$ cat src/include/isp_pkg.sv
// Contract
// - Programmer waits at least 20 ms after reset low before the enable.
// - Programmer always shifts all four enable bytes, echo right or wrong.
// - Missing echo: pulse reset high, then issue a fresh enable instruction.
// - Clock low and high each over 2 CPU cycles, 3 at 12 MHz up.
// - Without a low clock at power-up, clock low then reset pulse.
// - Page buffer filled bytewise by low 5 address bits, low first.
// - Without polling, wait 4.5 ms after a page write.
// - EEPROM written bytewise; without polling, wait 9.0 ms per byte.
// - While a write is in progress, only polling reads are issued.
// - Polling a page value of 0xFF is useless; use the fixed wait.
// - EEPROM bytes of 0xFF cannot be polled; use the fixed wait.
// - Session ends by releasing reset high.
// - Enable instruction must run before any program or erase instruction.
package isp_pkg;
    localparam int unsigned CLK_HZ = 125_000_000;
    localparam real POWERUP_WAIT_MS = 20.0;
    localparam real PAGE_WRITE_WAIT_MS = 4.5;
    localparam real EEPROM_BYTE_WAIT_MS = 9.0;
    localparam real ERASE_WAIT_MS = 9.0;
    localparam real MS_PER_S = 1000.0;
    localparam int unsigned CPU_FAST_HZ = 12_000_000;
    localparam int unsigned SCK_CPU_SLOW = 2;
    localparam int unsigned SCK_CPU_FAST = 3;
    localparam int unsigned RST_PULSE_CPU = 2;
    localparam int unsigned ADDR_W = 12;
    localparam int unsigned PAGE_OFS_W = 5;
    localparam int unsigned EE_ADDR_HI = 8;
    localparam int unsigned INSTR_BITS = 32;
    localparam int unsigned RSP_W = 9;
    localparam logic [7:0] OPC_ENABLE = 8'hac;
    localparam logic [7:0] ECHO_BYTE = 8'h53;
    localparam logic [7:0] ERASE_ARG = 8'h80;
    localparam logic [7:0] OPC_LOAD = 8'h40;
    localparam logic [7:0] OPC_PAGE_WR = 8'h4c;
    localparam logic [7:0] OPC_READ_PROG = 8'h20;
    localparam logic [7:0] OPC_READ_EE = 8'ha0;
    localparam logic [7:0] OPC_WRITE_EE = 8'hc0;
    localparam logic [7:0] HIGH_SEL = 8'h08;
    localparam logic [7:0] ERASED = 8'hff;

    typedef enum logic [3:0] {
        OP_ENABLE, OP_ERASE, OP_LOAD_LO, OP_LOAD_HI, OP_WRITE_PAGE,
        OP_READ_LO, OP_READ_HI, OP_READ_EE, OP_WRITE_EE, OP_END
    } op_e;
endpackage : isp_pkg

$ cat src/include/isp_link_if.sv
`timescale 1ns/10ps
interface isp_link_if;
    logic start;
    logic [isp_pkg::INSTR_BITS-1:0] instr;
    logic busy;
    logic done;
    logic [isp_pkg::INSTR_BITS-1:0] rx;
    modport ctl (output start, output instr, input busy, input done,
        input rx);
    modport eng (input start, input instr, output busy, output done,
        output rx);
endinterface : isp_link_if

$ cat src/verilog/isp_shift_engine.sv
`timescale 1ns/10ps
module isp_shift_engine
    import isp_pkg::*;
#(
    parameter int unsigned HALF_CYC = 4
) (
    // Clock and reset
    input wire logic ref_clk,
    input wire logic reset_n,
    // Controller side
    isp_link_if.eng link,
    // Device pins
    input wire logic miso_pin,
    output logic sck_q,
    output logic mosi_q
);
    localparam int unsigned CW = $clog2(HALF_CYC + 1);

    logic miso_m_q;
    logic miso_s_q;
    logic busy_q;
    logic done_q;
    logic [CW-1:0] cnt_q;
    logic [4:0] bit_q;
    logic [INSTR_BITS-1:0] tx_q;
    logic [INSTR_BITS-1:0] rx_q;
    logic half_end;

    assign half_end = (cnt_q == CW'(HALF_CYC - 1));
    assign link.busy = busy_q;
    assign link.done = done_q;
    assign link.rx = rx_q;

    always_ff @(posedge ref_clk or negedge reset_n) begin
        if (!reset_n) begin
            miso_m_q <= 1'b0;
            miso_s_q <= 1'b0;
        end else begin
            miso_m_q <= miso_pin;
            miso_s_q <= miso_m_q;
        end
    end

    // HALF_CYC must exceed the two-stage MISO delay for a clean sample
    always_ff @(posedge ref_clk or negedge reset_n) begin
        if (!reset_n) begin
            busy_q <= 1'b0;
            done_q <= 1'b0;
            sck_q <= 1'b0;
            mosi_q <= 1'b0;
            cnt_q <= '0;
            bit_q <= '0;
            tx_q <= '0;
            rx_q <= '0;
        end else begin
            done_q <= 1'b0;
            if (!busy_q) begin
                cnt_q <= '0;
                if (link.start) begin
                    busy_q <= 1'b1;
                    bit_q <= '0;
                    mosi_q <= link.instr[INSTR_BITS-1];
                    tx_q <= {link.instr[INSTR_BITS-2:0], 1'b0};
                end
            end else if (!half_end) begin
                cnt_q <= cnt_q + 1'b1;
            end else begin
                cnt_q <= '0;
                sck_q <= !sck_q;
                if (!sck_q) begin
                    // Device drove this bit at the previous falling edge
                    rx_q <= {rx_q[INSTR_BITS-2:0], miso_s_q};
                end else if (bit_q == 5'd31) begin
                    busy_q <= 1'b0;
                    done_q <= 1'b1;
                    mosi_q <= 1'b0;
                end else begin
                    // Data changes while clock is low, stable at rise
                    bit_q <= bit_q + 1'b1;
                    mosi_q <= tx_q[INSTR_BITS-1];
                    tx_q <= {tx_q[INSTR_BITS-2:0], 1'b0};
                end
            end
        end
    end

    logic sck_prev_q;
    logic [CW-1:0] lvl_cnt_q;
    logic [5:0] rise_cnt_q;

    always_ff @(posedge ref_clk or negedge reset_n) begin
        if (!reset_n) begin
            sck_prev_q <= 1'b0;
            lvl_cnt_q <= '0;
            rise_cnt_q <= '0;
        end else begin
            sck_prev_q <= sck_q;
            if (sck_q != sck_prev_q) begin
                lvl_cnt_q <= CW'(1);
            end else if (lvl_cnt_q != CW'(HALF_CYC)) begin
                lvl_cnt_q <= lvl_cnt_q + 1'b1;
            end
            if (link.start && !busy_q) begin
                rise_cnt_q <= '0;
            end else if (sck_q && !sck_prev_q) begin
                rise_cnt_q <= rise_cnt_q + 1'b1;
            end
        end
    end

    a_sck_phase_min: assert property (@(posedge ref_clk) disable iff (!reset_n)
        (sck_q != sck_prev_q) |-> lvl_cnt_q >= CW'(HALF_CYC))
        else $error("serial clock phase shorter than minimum");

    a_four_bytes: assert property (@(posedge ref_clk) disable iff (!reset_n)
        done_q |-> rise_cnt_q == 6'd32 && !sck_q)
        else $error("instruction ended before 32 clock pulses");
endmodule : isp_shift_engine

$ cat src/verilog/isp_rsp_buffer.sv
`timescale 1ns/10ps
module isp_rsp_buffer #(
    parameter int unsigned WIDTH = 9,
    parameter int unsigned DEPTH = 2
) (
    // Clock and reset
    input wire logic ref_clk,
    input wire logic reset_n,
    // Fill side
    input wire logic in_valid,
    output logic in_ready,
    input wire logic [WIDTH-1:0] in_data,
    // Drain side
    output logic out_valid,
    input wire logic out_ready,
    output logic [WIDTH-1:0] out_data
);
    // Shift structure keeps the head in a flop for a registered output
    logic vld_q [DEPTH];
    logic [WIDTH-1:0] mem_q [DEPTH];
    logic after_v [DEPTH];
    logic [WIDTH-1:0] after_d [DEPTH];
    logic push;
    logic pop;

    assign in_ready = !vld_q[DEPTH-1];
    assign push = in_valid && in_ready;
    assign pop = vld_q[0] && out_ready;
    assign out_valid = vld_q[0];
    assign out_data = mem_q[0];

    for (genvar i = 0; i < DEPTH; i++) begin : g_ent
        logic load;
        if (i == DEPTH - 1) begin : g_last
            assign after_v[i] = pop ? 1'b0 : vld_q[i];
            assign after_d[i] = mem_q[i];
        end else begin : g_mid
            assign after_v[i] = pop ? vld_q[i+1] : vld_q[i];
            assign after_d[i] = pop ? mem_q[i+1] : mem_q[i];
        end
        if (i == 0) begin : g_head
            assign load = push && !after_v[i];
        end else begin : g_tail
            assign load = push && !after_v[i] && after_v[i-1];
        end
        always_ff @(posedge ref_clk or negedge reset_n) begin
            if (!reset_n) begin
                vld_q[i] <= 1'b0;
                mem_q[i] <= '0;
            end else begin
                vld_q[i] <= after_v[i] || load;
                mem_q[i] <= load ? in_data : after_d[i];
            end
        end
    end
endmodule : isp_rsp_buffer

$ cat src/verilog/isp_programmer.sv
`timescale 1ns/10ps
module isp_programmer
    import isp_pkg::*;
#(
    parameter int unsigned CPU_HZ = 8_000_000,
    parameter int unsigned MAX_TRIES = 4,
    parameter int unsigned POWERUP_WAIT_CYC =
        int'($ceil(POWERUP_WAIT_MS * CLK_HZ / MS_PER_S)),
    parameter int unsigned PAGE_WAIT_CYC =
        int'($ceil(PAGE_WRITE_WAIT_MS * CLK_HZ / MS_PER_S)),
    parameter int unsigned EE_WAIT_CYC =
        int'($ceil(EEPROM_BYTE_WAIT_MS * CLK_HZ / MS_PER_S)),
    parameter int unsigned ERASE_WAIT_CYC =
        int'($ceil(ERASE_WAIT_MS * CLK_HZ / MS_PER_S))
) (
    // Clock and reset
    input wire logic ref_clk,
    input wire logic reset_n,
    // Command
    input wire logic cmd_valid,
    output logic cmd_ready,
    input wire op_e cmd_op,
    input wire logic [ADDR_W-1:0] cmd_addr,
    input wire logic [7:0] cmd_data,
    input wire logic cmd_poll,
    // Response
    output logic rsp_valid,
    input wire logic rsp_ready,
    output logic [7:0] rsp_data,
    output logic rsp_err,
    // Status
    output logic session_active,
    // Device pins
    output logic isp_reset_n,
    output logic isp_sck,
    output logic isp_mosi,
    input wire logic isp_miso
);
    localparam longint unsigned SCK_CPU =
        (CPU_HZ >= CPU_FAST_HZ) ? SCK_CPU_FAST : SCK_CPU_SLOW;
    // One CPU cycle extra because the phase must be strictly longer
    localparam int unsigned SCK_HALF_CYC =
        int'(((SCK_CPU + 1) * CLK_HZ + CPU_HZ - 1) / CPU_HZ);
    localparam int unsigned RST_PULSE_CYC = int'((longint'(RST_PULSE_CPU)
        * CLK_HZ + CPU_HZ - 1) / CPU_HZ);
    localparam int unsigned TW = $clog2(MAX_TRIES + 1);

    typedef enum logic [2:0] {
        ST_IDLE, ST_PULSE, ST_SETTLE, ST_SHIFT, ST_WAIT, ST_RESP
    } state_e;

    isp_link_if link ();

    state_e state_q;
    op_e op_q;
    logic [ADDR_W-1:0] addr_q;
    logic [7:0] data_q;
    logic poll_q;
    logic [31:0] wait_q;
    logic [TW-1:0] tries_q;
    logic session_q;
    logic rst_pin_q;
    logic ready_q;
    logic start_q;
    logic [INSTR_BITS-1:0] instr_q;
    logic [RSP_W-1:0] rsp_q;
    logic lo_valid_q;
    logic [PAGE_OFS_W-1:0] lo_addr_q;
    logic accept;
    logic lo_ok;
    logic echo_ok;
    logic poll_hit;
    logic [31:0] wait_need;
    logic buf_ready;

    function automatic logic [INSTR_BITS-1:0] build_instr(
        input op_e op, input logic [ADDR_W-1:0] a, input logic [7:0] d);
        logic [INSTR_BITS-1:0] w;
        w = '0;
        unique case (op)
            OP_ENABLE: w = {OPC_ENABLE, ECHO_BYTE, 16'h0000};
            OP_ERASE: w = {OPC_ENABLE, ERASE_ARG, 16'h0000};
            OP_LOAD_LO: w = {OPC_LOAD, 11'h000, a[PAGE_OFS_W-1:0], d};
            OP_LOAD_HI: w = {OPC_LOAD | HIGH_SEL, 11'h000,
                a[PAGE_OFS_W-1:0], d};
            OP_WRITE_PAGE: w = {OPC_PAGE_WR, 4'h0, a[ADDR_W-1:8],
                a[7:PAGE_OFS_W], 13'h0000};
            OP_READ_LO: w = {OPC_READ_PROG, 4'h0, a, 8'h00};
            OP_READ_HI: w = {OPC_READ_PROG | HIGH_SEL, 4'h0, a, 8'h00};
            OP_READ_EE: w = {OPC_READ_EE, 7'h00, a[EE_ADDR_HI:0], 8'h00};
            OP_WRITE_EE: w = {OPC_WRITE_EE, 7'h00, a[EE_ADDR_HI:0], d};
            OP_END: w = '0;
        endcase
        return w;
    endfunction : build_instr

    assign accept = cmd_valid && ready_q;
    assign lo_ok = lo_valid_q && (lo_addr_q == cmd_addr[PAGE_OFS_W-1:0]);
    assign echo_ok = (link.rx[15:8] == ECHO_BYTE);
    // Only a polling read in the wait state may end a write early
    assign poll_hit = poll_q && state_q == ST_WAIT && link.done
        && (link.rx[7:0] == data_q);
    assign link.start = start_q;
    assign link.instr = instr_q;

    always_comb begin
        unique case (op_q)
            OP_ERASE: wait_need = ERASE_WAIT_CYC;
            OP_WRITE_PAGE: wait_need = PAGE_WAIT_CYC;
            OP_WRITE_EE: wait_need = EE_WAIT_CYC;
            default: wait_need = '0;
        endcase
    end

    always_ff @(posedge ref_clk or negedge reset_n) begin
        if (!reset_n) begin
            state_q <= ST_IDLE;
            op_q <= OP_END;
            addr_q <= '0;
            data_q <= '0;
            poll_q <= 1'b0;
            wait_q <= '0;
            tries_q <= '0;
            session_q <= 1'b0;
            rst_pin_q <= 1'b1;
            ready_q <= 1'b0;
            start_q <= 1'b0;
            instr_q <= '0;
            rsp_q <= '0;
        end else begin
            start_q <= 1'b0;
            unique case (state_q)
                ST_IDLE: begin
                    ready_q <= 1'b1;
                    if (accept) begin
                        ready_q <= 1'b0;
                        op_q <= cmd_op;
                        addr_q <= cmd_addr;
                        data_q <= cmd_data;
                        // A 0xFF value cannot be told apart from busy
                        poll_q <= cmd_poll && (cmd_data != ERASED)
                            && (cmd_op != OP_ERASE);
                        rsp_q <= {1'b1, 8'h00};
                        if (cmd_op == OP_ENABLE) begin
                            tries_q <= '0;
                            session_q <= 1'b0;
                            rst_pin_q <= 1'b1;
                            wait_q <= RST_PULSE_CYC;
                            state_q <= ST_PULSE;
                        end else if (cmd_op == OP_END) begin
                            rst_pin_q <= 1'b1;
                            session_q <= 1'b0;
                            rsp_q <= '0;
                            state_q <= ST_RESP;
                        end else if (!session_q) begin
                            state_q <= ST_RESP;
                        end else if (cmd_op == OP_LOAD_HI && !lo_ok) begin
                            state_q <= ST_RESP;
                        end else begin
                            instr_q <= build_instr(cmd_op, cmd_addr,
                                cmd_data);
                            start_q <= 1'b1;
                            state_q <= ST_SHIFT;
                        end
                    end
                end
                ST_PULSE: begin
                    if (wait_q == '0) begin
                        rst_pin_q <= 1'b0;
                        wait_q <= POWERUP_WAIT_CYC;
                        state_q <= ST_SETTLE;
                    end else begin
                        wait_q <= wait_q - 1'b1;
                    end
                end
                ST_SETTLE: begin
                    if (wait_q == '0) begin
                        instr_q <= build_instr(OP_ENABLE, '0, '0);
                        start_q <= 1'b1;
                        state_q <= ST_SHIFT;
                    end else begin
                        wait_q <= wait_q - 1'b1;
                    end
                end
                ST_SHIFT: begin
                    if (link.done) begin
                        rsp_q <= {1'b0, link.rx[7:0]};
                        wait_q <= wait_need;
                        if (op_q != OP_ENABLE) begin
                            state_q <= (wait_need == '0) ? ST_RESP : ST_WAIT;
                        end else if (echo_ok) begin
                            session_q <= 1'b1;
                            state_q <= ST_RESP;
                        end else if (tries_q < TW'(MAX_TRIES - 1)) begin
                            tries_q <= tries_q + 1'b1;
                            rst_pin_q <= 1'b1;
                            wait_q <= RST_PULSE_CYC;
                            state_q <= ST_PULSE;
                        end else begin
                            rsp_q <= {1'b1, link.rx[15:8]};
                            state_q <= ST_RESP;
                        end
                    end
                end
                ST_WAIT: begin
                    // Only read-backs may reach the device until done
                    if (wait_q != '0) begin
                        wait_q <= wait_q - 1'b1;
                    end
                    if (poll_hit) begin
                        wait_q <= '0;
                    end
                    if (!link.busy && !start_q && !link.done) begin
                        if (wait_q == '0) begin
                            state_q <= ST_RESP;
                        end else if (poll_q) begin
                            instr_q <= build_instr((op_q == OP_WRITE_EE)
                                ? OP_READ_EE : OP_READ_LO, addr_q, '0);
                            start_q <= 1'b1;
                        end
                    end
                end
                ST_RESP: begin
                    if (buf_ready) begin
                        state_q <= ST_IDLE;
                    end
                end
            endcase
        end
    end

    always_ff @(posedge ref_clk or negedge reset_n) begin
        if (!reset_n) begin
            lo_valid_q <= 1'b0;
            lo_addr_q <= '0;
        end else if (accept && cmd_op == OP_LOAD_LO) begin
            lo_valid_q <= session_q;
            lo_addr_q <= cmd_addr[PAGE_OFS_W-1:0];
        end else if ((accept && cmd_op != OP_LOAD_HI)
            || (state_q == ST_SHIFT && link.done && op_q == OP_LOAD_HI)) begin
            lo_valid_q <= 1'b0;
        end
    end

    isp_shift_engine #(
        .HALF_CYC(SCK_HALF_CYC)
    ) u_engine (
        .ref_clk(ref_clk),
        .reset_n(reset_n),
        .link(link.eng),
        .miso_pin(isp_miso),
        .sck_q(isp_sck),
        .mosi_q(isp_mosi)
    );

    // A stalled reader backs up into ST_RESP and so blocks new commands
    isp_rsp_buffer #(
        .WIDTH(RSP_W),
        .DEPTH(2)
    ) u_rsp (
        .ref_clk(ref_clk),
        .reset_n(reset_n),
        .in_valid(state_q == ST_RESP),
        .in_ready(buf_ready),
        .in_data(rsp_q),
        .out_valid(rsp_valid),
        .out_ready(rsp_ready),
        .out_data({rsp_err, rsp_data})
    );

    assign cmd_ready = ready_q;
    assign session_active = session_q;
    assign isp_reset_n = rst_pin_q;

    logic [31:0] since_low_q;
    logic [15:0] hi_cnt_q;
    logic [31:0] quiet_q;
    logic [31:0] need_q;

    always_ff @(posedge ref_clk or negedge reset_n) begin
        if (!reset_n) begin
            since_low_q <= '0;
            hi_cnt_q <= '0;
            quiet_q <= '1;
            need_q <= '0;
        end else begin
            since_low_q <= rst_pin_q ? '0 : (since_low_q == '1 ? since_low_q
                : since_low_q + 1'b1);
            hi_cnt_q <= !rst_pin_q ? '0 : (hi_cnt_q == '1 ? hi_cnt_q
                : hi_cnt_q + 1'b1);
            if (state_q == ST_SHIFT && link.done) begin
                quiet_q <= '0;
                need_q <= wait_need;
            end else if (quiet_q != '1) begin
                quiet_q <= quiet_q + 1'b1;
            end
            if (poll_hit) begin
                need_q <= '0;
            end
        end
    end

    a_powerup_wait: assert property (@(posedge ref_clk) disable iff (!reset_n)
        start_q && instr_q[31:16] == {OPC_ENABLE, ECHO_BYTE}
        |-> since_low_q >= POWERUP_WAIT_CYC)
        else $error("enable sent too soon after reset low");
    a_enable_first: assert property (@(posedge ref_clk) disable iff (!reset_n)
        start_q && instr_q[31:16] != {OPC_ENABLE, ECHO_BYTE}
        |-> session_q && !rst_pin_q)
        else $error("instruction sent outside a session");
    a_resync_pulse: assert property (@(posedge ref_clk) disable iff (!reset_n)
        state_q == ST_SHIFT && link.done && op_q == OP_ENABLE && !echo_ok
        && tries_q < TW'(MAX_TRIES - 1) |=> rst_pin_q ##1 rst_pin_q)
        else $error("no reset pulse after lost echo");
    a_pulse_sck_low: assert property (@(posedge ref_clk) disable iff (!reset_n)
        $rose(rst_pin_q) |-> !isp_sck [*3])
        else $error("serial clock not low around reset pulse");
    a_pulse_width: assert property (@(posedge ref_clk) disable iff (!reset_n)
        $fell(rst_pin_q) |-> hi_cnt_q >= 16'(RST_PULSE_CYC))
        else $error("reset pulse too short");
    a_write_wait: assert property (@(posedge ref_clk) disable iff (!reset_n)
        start_q && state_q != ST_WAIT |-> quiet_q >= need_q)
        else $error("instruction sent during write wait");
    a_lo_before_hi: assert property (@(posedge ref_clk) disable iff (!reset_n)
        start_q && instr_q[31:24] == (OPC_LOAD | HIGH_SEL)
        |-> lo_valid_q && lo_addr_q == instr_q[8+PAGE_OFS_W-1:8])
        else $error("high byte loaded before low byte");
    a_release_end: assert property (@(posedge ref_clk) disable iff (!reset_n)
        accept && cmd_op == OP_END |=> rst_pin_q && !session_q)
        else $error("reset not released at session end");
endmodule : isp_programmer

$ cat config.mk
export PLATFORM = sky130hd
export DESIGN_NAME = isp_programmer
export DESIGN_NICKNAME = d
export VERILOG_FILES = /design/src/include/isp_pkg.sv /design/src/include/isp_link_if.sv /design/src/verilog/isp_shift_engine.sv /design/src/verilog/isp_rsp_buffer.sv /design/src/verilog/isp_programmer.sv
export SDC_FILE = /design/constraint.sdc
export NUM_CORES = 1
export LEC_CHECK = 0
export BUFFER_PORTS_ARGS = -buffer_cell sky130_fd_sc_hd__buf_2
export CAP_MARGIN = 20
export CORE_ASPECT_RATIO = 0.7
export CORE_MARGIN = 4
export CORE_UTILIZATION = 67
export CTS_CLUSTER_DIAMETER = 120
export CTS_CLUSTER_SIZE = 25
export DETAILED_ROUTE_END_ITERATION = 7
export GPL_ROUTABILITY_DRIVEN = 0
export PLACE_DENSITY = 0.86
export SYNTH_ARGS = -nofsm -noshare
export SYNTH_HDL_FRONTEND = slang
export SYNTH_HIERARCHICAL = 1
export SYNTH_SLANG_ARGS = --single-unit
$ cat constraint.sdc
create_clock -name ref_clk -period 7.4 [get_ports ref_clk]
set_input_delay 0.74 -clock ref_clk [delete_from_list [all_inputs] [get_ports ref_clk]]
set_output_delay 0.74 -clock ref_clk [all_outputs]
set_load 0.01 [all_outputs]
==> results by group, run 1 <==
Flow run
  • MaxCap Viol Count: 0

Pwr
  • Leakage Power: between 0.004 and 0.005 uW
  • Power Dens Cells: 377.3 nW/um^2
  • Worst vdd rail ir drop: approximately 230 uV

Worst setup path
  • Crit path largest cell delay: 0.76 ns
  • Data required, critical path: roughly 7.7 ns
  • Critical path startpoint category: register
  • CP arrival: 4.07 ns
  • Reg2reg end: wait_q[15]
  • Worst-case reg-to-reg path depth: 7
  • Most frequent cell on the critical path: or4_1
  • Nature of the critical path endpoint: register
  • Reg2reg start: wait_q[14]
  • Worst-path fanout max: 20
  • Critical path buffers and inverters: 1
  • Crit-path cells: or4_1 -> or3_1 -> or4_1 -> a211oi_4 -> buf_8 -> o211ai_1 -> a22o_1
  • Slowest-stage cell, CP: or4_1
  • CP Class: register to register
  • Reg2reg setup slack: 3.66 ns
  • Delay-heaviest family, CP: simple AND/OR/NAND/NOR gates

Placed design
  • DP HPWL: 15.41 mm
  • Input/output buffers: 44

Clock tree
  • Hold-fix buffers at CTS: 0
  • H-tree depth: 4
  • Post-CTS Setup Bufs: 0
  • Clk sink count: between 150 and 200
  • CTS tree: built
  • Post-CTS resize count: 0
  • Clock Pin Slew Worst Setup and Hold Paths: 0.07 ns
  • Clock root buffer: clkbuf_16
  • Clk buf depth: 2
  • Clock Latency Late Sink: roughly 0.44 ns
  • Num CTS Buffers: 17

Yosys
  • Netlist Area Pre-Place: 9857 um^2
  • Avg Inst Size Synth: 10.52 um^2
  • Yosys synthesis warning count: 6
  • Post-synthesis cell count: 937

Outcome
  • Outcome: finished, final reports clean

GRT
  • Tot GR Track Use: 0.2885
  • Initial antenna violation count: 2
  • First-pass GRT wire length: between 30 and 40 mm
  • Gr ovfl total: 0
  • Pin count of the biggest net entering global routing: 122
  • Vias in the first global route: 7464

Route
  • Starting DRT DRC Count: 756
  • Via density: roughly 6.6
  • Via count: 7730
  • Drt pass-1 iters: 6
  • Routed len/inst: 20.01 um
  • # DRC: 0
  • Post-Route WL: 23.32 mm
  • Antenna-violating nets left: 0

STA
  • Unrepaired setup endpoints after global routing: no
  • Fin. max-slew vios: 0
  • Relative slew slack: 0.2656
  • Fin Setup TNS: 0 ns
  • Worst slew pin tran: about 1.1 ns
  • Hold Vio Cnt, Final: 0
  • Period utilisation layout: 0.5056
  • Tmin final: 3.741 ns
  • # setup viols final: 0
  • Clock skew: 0.008656 ns
  • Peak Freq: 267.3 MHz

Die
  • CORE AREA: 14140 um^2
  • Die span in y: between 100 and 150 um
  • Rows: 36
  • Die area: ~17000 um^2
  • Initial Util: 0.6969
  • Ports: 45
  • Chip width: 153.0 um

Cells and area
  • Nets: 999
  • Fillers: between 900 and 1000
  • Share of cells above drive strength 1: 0.1754
  • Number of diodes: 0
  • Area Overhead vs Synth: 8.898%
  • Core Util, Final: 0.7589

Worst hold path
  • Hold EP: u_engine/miso_s_q
  • Hold WC Path Type: register to register
  • Hold depth: 0
  • Hold_sp: u_engine/miso_m_q
-- layer usage --
metal  up-vias  share of wire  track usage
met1      3850           0.45       0.4163
met3        49          0.084      0.06688
met4         4          0.020      0.09981
met2       343           0.45       0.4369
met5         -        0.00060            0
li1       3484              -            -
-- sequential cells by signal, summed over array words and instances, names as in the netlist, 8 cells and up --
register and flops:
addr_q 12, data_q 8, instr_q 27, rsp_q 9, u_engine/link.rx 16, u_engine/tx_q 31, u_rsp/after_d 9, u_rsp/out_data 9
wait_q 32
-- per-stage QoR --
step                cells  area, um^2  setup slack, ns  hold WS, ns  power, uW
finish               1165       10730            3.659       0.3733       4050
floorplan             940        9868            4.399       0.3312       2668
global placement     1130       10120            3.598       0.3473       2966
global route         1165       10730            3.574       0.3871       4297
detailed placement   1130       10120            3.393       0.3562       3038
CTS                  1162       10710            3.334       0.3824       3980
-- where the power goes --
part           internal [uW]  switching [uW]  total, uW
Sequential              1300             221       1530
Combinational            587            1010       1590
Clock                    533             397        930
-- worst reg2reg max path, cell delays in order, from the launching register on --
cell      delay (ns)
dfrtp_1         0.43
or4_1           0.62
or3_1           0.52
or4_1           0.76
a211oi_4        0.59
buf_8           0.26
o211ai_1        0.16
a22o_1          0.30
-- cells in the final DEF, fill, tap and decap left out, types with 9 or more instances in the layout --
master,n
buf_2,45
nand2_1,107
nor2_1,53
xor2_1,13
a21oi_1,24
nor4_1,10
mux2_2,56
o21ai_1,9
o31ai_1,11
a22o_1,31
inv_1,26
o21ai_0,36
o221a_1,26
nor3_1,25
dfrtp_1,190
clkbuf_16,17
o211ai_1,19
nand2b_1,37
or4_1,10
mux2i_1,20
nand3_1,25
mux2_1,9
nand4_1,10
or3_1,12
-- final cells by class --
class | count | area (um^2) | share of cell area
clock buffers | 23 | 488.0 | 0.04546
clock inverters | 9 | 102.6 | 0.009558
inverters | 26 | 97.59 | 0.009092
multi-input cells | 669 | 4661 | 0.4342
flip-flops and latches | 193 | 4833 | 0.4503
well taps | 190 | 237.7 | 0.02215
repair buffers | 55 | 314.1 | 0.02926
-- worst max-delay path by stage --
stage	cells past startpoint	slack [ns]	end	startpoint
after floorplan	10	4.40	wait_q[28]	wait_q[22]
after global placement	6	3.60	wait_q[2]	wait_q[14]
after detailed placement	6	3.39	wait_q[30]	wait_q[14]
after CTS	6	3.33	wait_q[15]	wait_q[14]
after global routing	7	3.57	wait_q[15]	wait_q[14]
final	7	3.66	wait_q[15]	wait_q[14]
(Power assumes the default switching activity.)
==> run 2: changes to the inputs <==
- CORE_UTILIZATION: 67 -> 56
- PLACE_DENSITY: 0.86 -> 0.76
- clock period: 7.4 -> 3.3 ns (I/O delays scaled with it)
==> run 2 against run 1 <==
Net effect:
- cell count increased by 5.4%
- hold slack got worse by 0.28 ns
- sequential power increased by 120%
- routed wire length decreased by 1.2%
- global-route usage decreased by 5.4 points
- non-clock buffer count increased by 21
- via count decreased by 1.2%
- clock skew increased by 0.00061 ns
- clock power increased by 120%
- combinational power increased by 140%
- register-to-register slack got worse by 3.5 ns
- setup slack got worse by 3.5 ns
- critical endpoint is now wait_q[28]
==> results by group, run 2 (synthesis results as in run 1) <==
Outcome
  • Outcome: finished, final reports clean

GRT
  • First-pass GRT wire length: 38.01 mm (-0.97%)
  • Pin count of the biggest net entering global routing: 95 (-22%)
  • Vias in the first global route: 7132 (-4.4%)
  • Initial antenna violation count: 3 (+1)
  • Tot GR Track Use: 0.2347 (-0.05374)
  • Gr ovfl total: 0 (unchanged)

Route
  • # DRC: 0 (unchanged)
  • Post-Route WL: 23.03 mm (-1.2%)
  • Starting DRT DRC Count: 781 (+3.3%)
  • Via count: 7634 (-1.2%)
  • Drt pass-1 iters: 5 (-1)
  • Antenna-violating nets left: 0 (unchanged)
  • Routed len/inst: 18.75 um (-6.3%)
  • Via density: 6.217 (-6.3%)

Worst setup path
  • Delay-heaviest family, CP: simple AND/OR/NAND/NOR gates
  • Crit path largest cell delay: 0.73 ns (-0.03 ns)
  • Worst-path fanout max: 30 (+50%)
  • Nature of the critical path endpoint: register
  • Slowest-stage cell, CP: or4_1
  • Critical path buffers and inverters: 1 (unchanged)
  • Most frequent cell on the critical path: or4_1
  • CP Class: register to register
  • Reg2reg start: wait_q[14]
  • Crit-path cells: or4_1 -> or3_1 -> or4_1 -> a211oi_4 -> buf_12 -> o211ai_1 -> mux2_2
  • Data required, critical path: 3.62 ns (-4.11 ns)
  • Worst-case reg-to-reg path depth: 7 (unchanged)
  • Reg2reg end: wait_q[28]
  • CP arrival: 3.47 ns (-0.60 ns)
  • Critical path startpoint category: register
  • Reg2reg setup slack: 0.15 ns (-3.51 ns)

Cells and area
  • Biggest regs: wait_q (32), u_engine/tx_q (31), instr_q (27)
  • Share of cells above drive strength 1: 0.1938 (+0.01839)
  • Fillers: 1355 (+45%)
  • Fin cells: 1228 (+5.4%)
  • Max reg flops: 32 (unchanged)
  • Most frequent cells in the layout: dfrtp_1, nand2_1, mux2_2, nor2_1, buf_2
  • Nets: 1020 (+2.1%)
  • Area Overhead vs Synth: 11.54%
  • Most flops, register: wait_q
  • Commonest non-fill, non-tap cell in the layout: dfrtp_1
  • Final Cell Area: 10990 um^2 (+2.4%)

Clock tree
  • H-tree depth: 4 (unchanged)
  • Clock root buffer: clkbuf_16
  • Num CTS Buffers: 17 (unchanged)
  • Clock Latency Late Sink: 0.44 ns (about the same)
  • Clk sink count: 193 (unchanged)
  • Clk buf depth: 2 (unchanged)
  • CTS tree: built
  • Clock Pin Slew Worst Setup and Hold Paths: 0.08 ns (about the same)
  • Post-CTS Setup Bufs: 0 (unchanged)

Placed design
  • Dpl cells: 1193 (+5.6%)
  • DP HPWL: 15.55 mm (+0.91%)
  • Input/output buffers: 44 (unchanged)
  • Dpl ws: 0.1875 ns (-3.205 ns)
  • Dpl cell area: 10370 um^2 (+2.5%)

STA
  • Peak Freq: 317.7 MHz (+19%)
  • Worst slew pin tran: 0.9102 ns (-0.1813 ns)
  • Hold Slack: 0.09606 ns (-0.2773 ns)
  • Fin Setup TNS: 0 ns (unchanged)
  • Fin worst setup slack: 0.1521 ns (-3.506 ns)
  • Unrepaired setup endpoints after global routing: no
  • Period utilisation layout: 0.9539 (+0.4483)
  • Tmin final: 3.148 ns (-0.5936 ns)
  • # setup viols final: 0 (unchanged)
  • Fin. max-slew vios: 0 (unchanged)
  • Hold Vio Cnt, Final: 0 (unchanged)
  • Clock skew: 0.009267 ns (+0.0006108 ns)
  • Relative slew slack: 0.3885 (+0.1229)

Die
  • Chip width: 166.6 um (+8.9%)
  • Initial Util: 0.5725 (-0.1244)
  • CORE AREA: 17220 um^2 (+22%)
  • Rows: 40 (+11%)
  • Ports: 45 (unchanged)
  • Die area: 19820 um^2 (+18%)
  • Die span in y: 119 um (+8.7%)

Pwr
  • Power Dens Cells: 842.2 nW/um^2 (+120%)
  • Leakage Power: 0.005000 uW (+2.3%)
  • Worst vdd rail ir drop: 449.4 uV (+94%)

Worst hold path
  • Hold_sp: cmd_addr[5]
  • Hold depth: 3 (+3)
  • Hold WC Path Type: input port to register
  • Hold EP: addr_q[5]

Flow run
  • MaxCap Viol Count: 0 (unchanged)
run 2: cell types whose count changed in the layout (fill, tap and decap cells not counted), sizes merged, moves of 2 or more:
cell | previous run | this run
buf | 54 | 73
clkbuf | 24 | 18
inv | 27 | 33
dlygate4sd3 | 0 | 2
run 2: repair_timing:
action / 4_1_cts / 5_1_grt
setup endpoints to repair: 0 / 15
gates resized for setup: 0 / 1
hold endpoints to repair: 12 / 0
hold buffers: 2 / 0
run 2: worst reg2reg max path, cell delays in order, from the launching register on:
cell	delay [ns]
dfrtp_1	0.43
or4_1	0.59
or3_1	0.35
or4_1	0.73
a211oi_4	0.32
buf_12	0.23
o211ai_1	0.12
mux2_2	0.28
run 2: worst max path at each step:
stage          startpoint     endpoint  slack, ns  cells after the start
3_5_place_dp   wait_q[14]   wait_q[28]       0.19                      7
6_report       wait_q[14]   wait_q[28]       0.15                      7
2_1_floorplan  wait_q[22]   wait_q[28]       0.30                     10
4_1_cts        wait_q[14]   wait_q[28]       0.19                      7
5_1_grt        wait_q[14]  instr_q[30]       0.05                      7
3_3_place_gp   wait_q[14]   wait_q[28]       0.26                      7
run 2: stage by stage:
stage	power [uW]	utilization
after floorplan	5982	-
after global placement	7001	0.6025
after detailed placement	7075	0.6025
after CTS	9194	0.6381
after global routing	9830	0.6386
final	9259	0.6386
run 2: power by group:
part	internal (uW)	total (uW)	switching [uW]
sequential	2920	3370	448
combinational	1520	3790	2270
clock	1080	2090	1010
total	5520	9260	3740
run 2: routing by layer:
layer,GRT usage,routed length [um],vias to the layer above,share of wire
met3,0.05773,1718,24,0.075
met4,0.04548,217,4,0.0094
met5,0,26,-,0.0011
met2,0.3299,9975,278,0.43
met1,0.3704,11090,3794,0.48
li1,-,-,3534,-
run 2: layout make-up:
cell class	instances	area (um^2)	share of cell area
clock inverters	15	167.7	0.01525
repair buffers	76	511.7	0.04655
clock buffers	17	425.4	0.03869
multi-input cells	669	4667	0.4245
diodes	1	2.502	0.0002276
well taps	231	289.0	0.02629
inverters	26	97.59	0.008877
flip-flops and latches	193	4833	0.4396
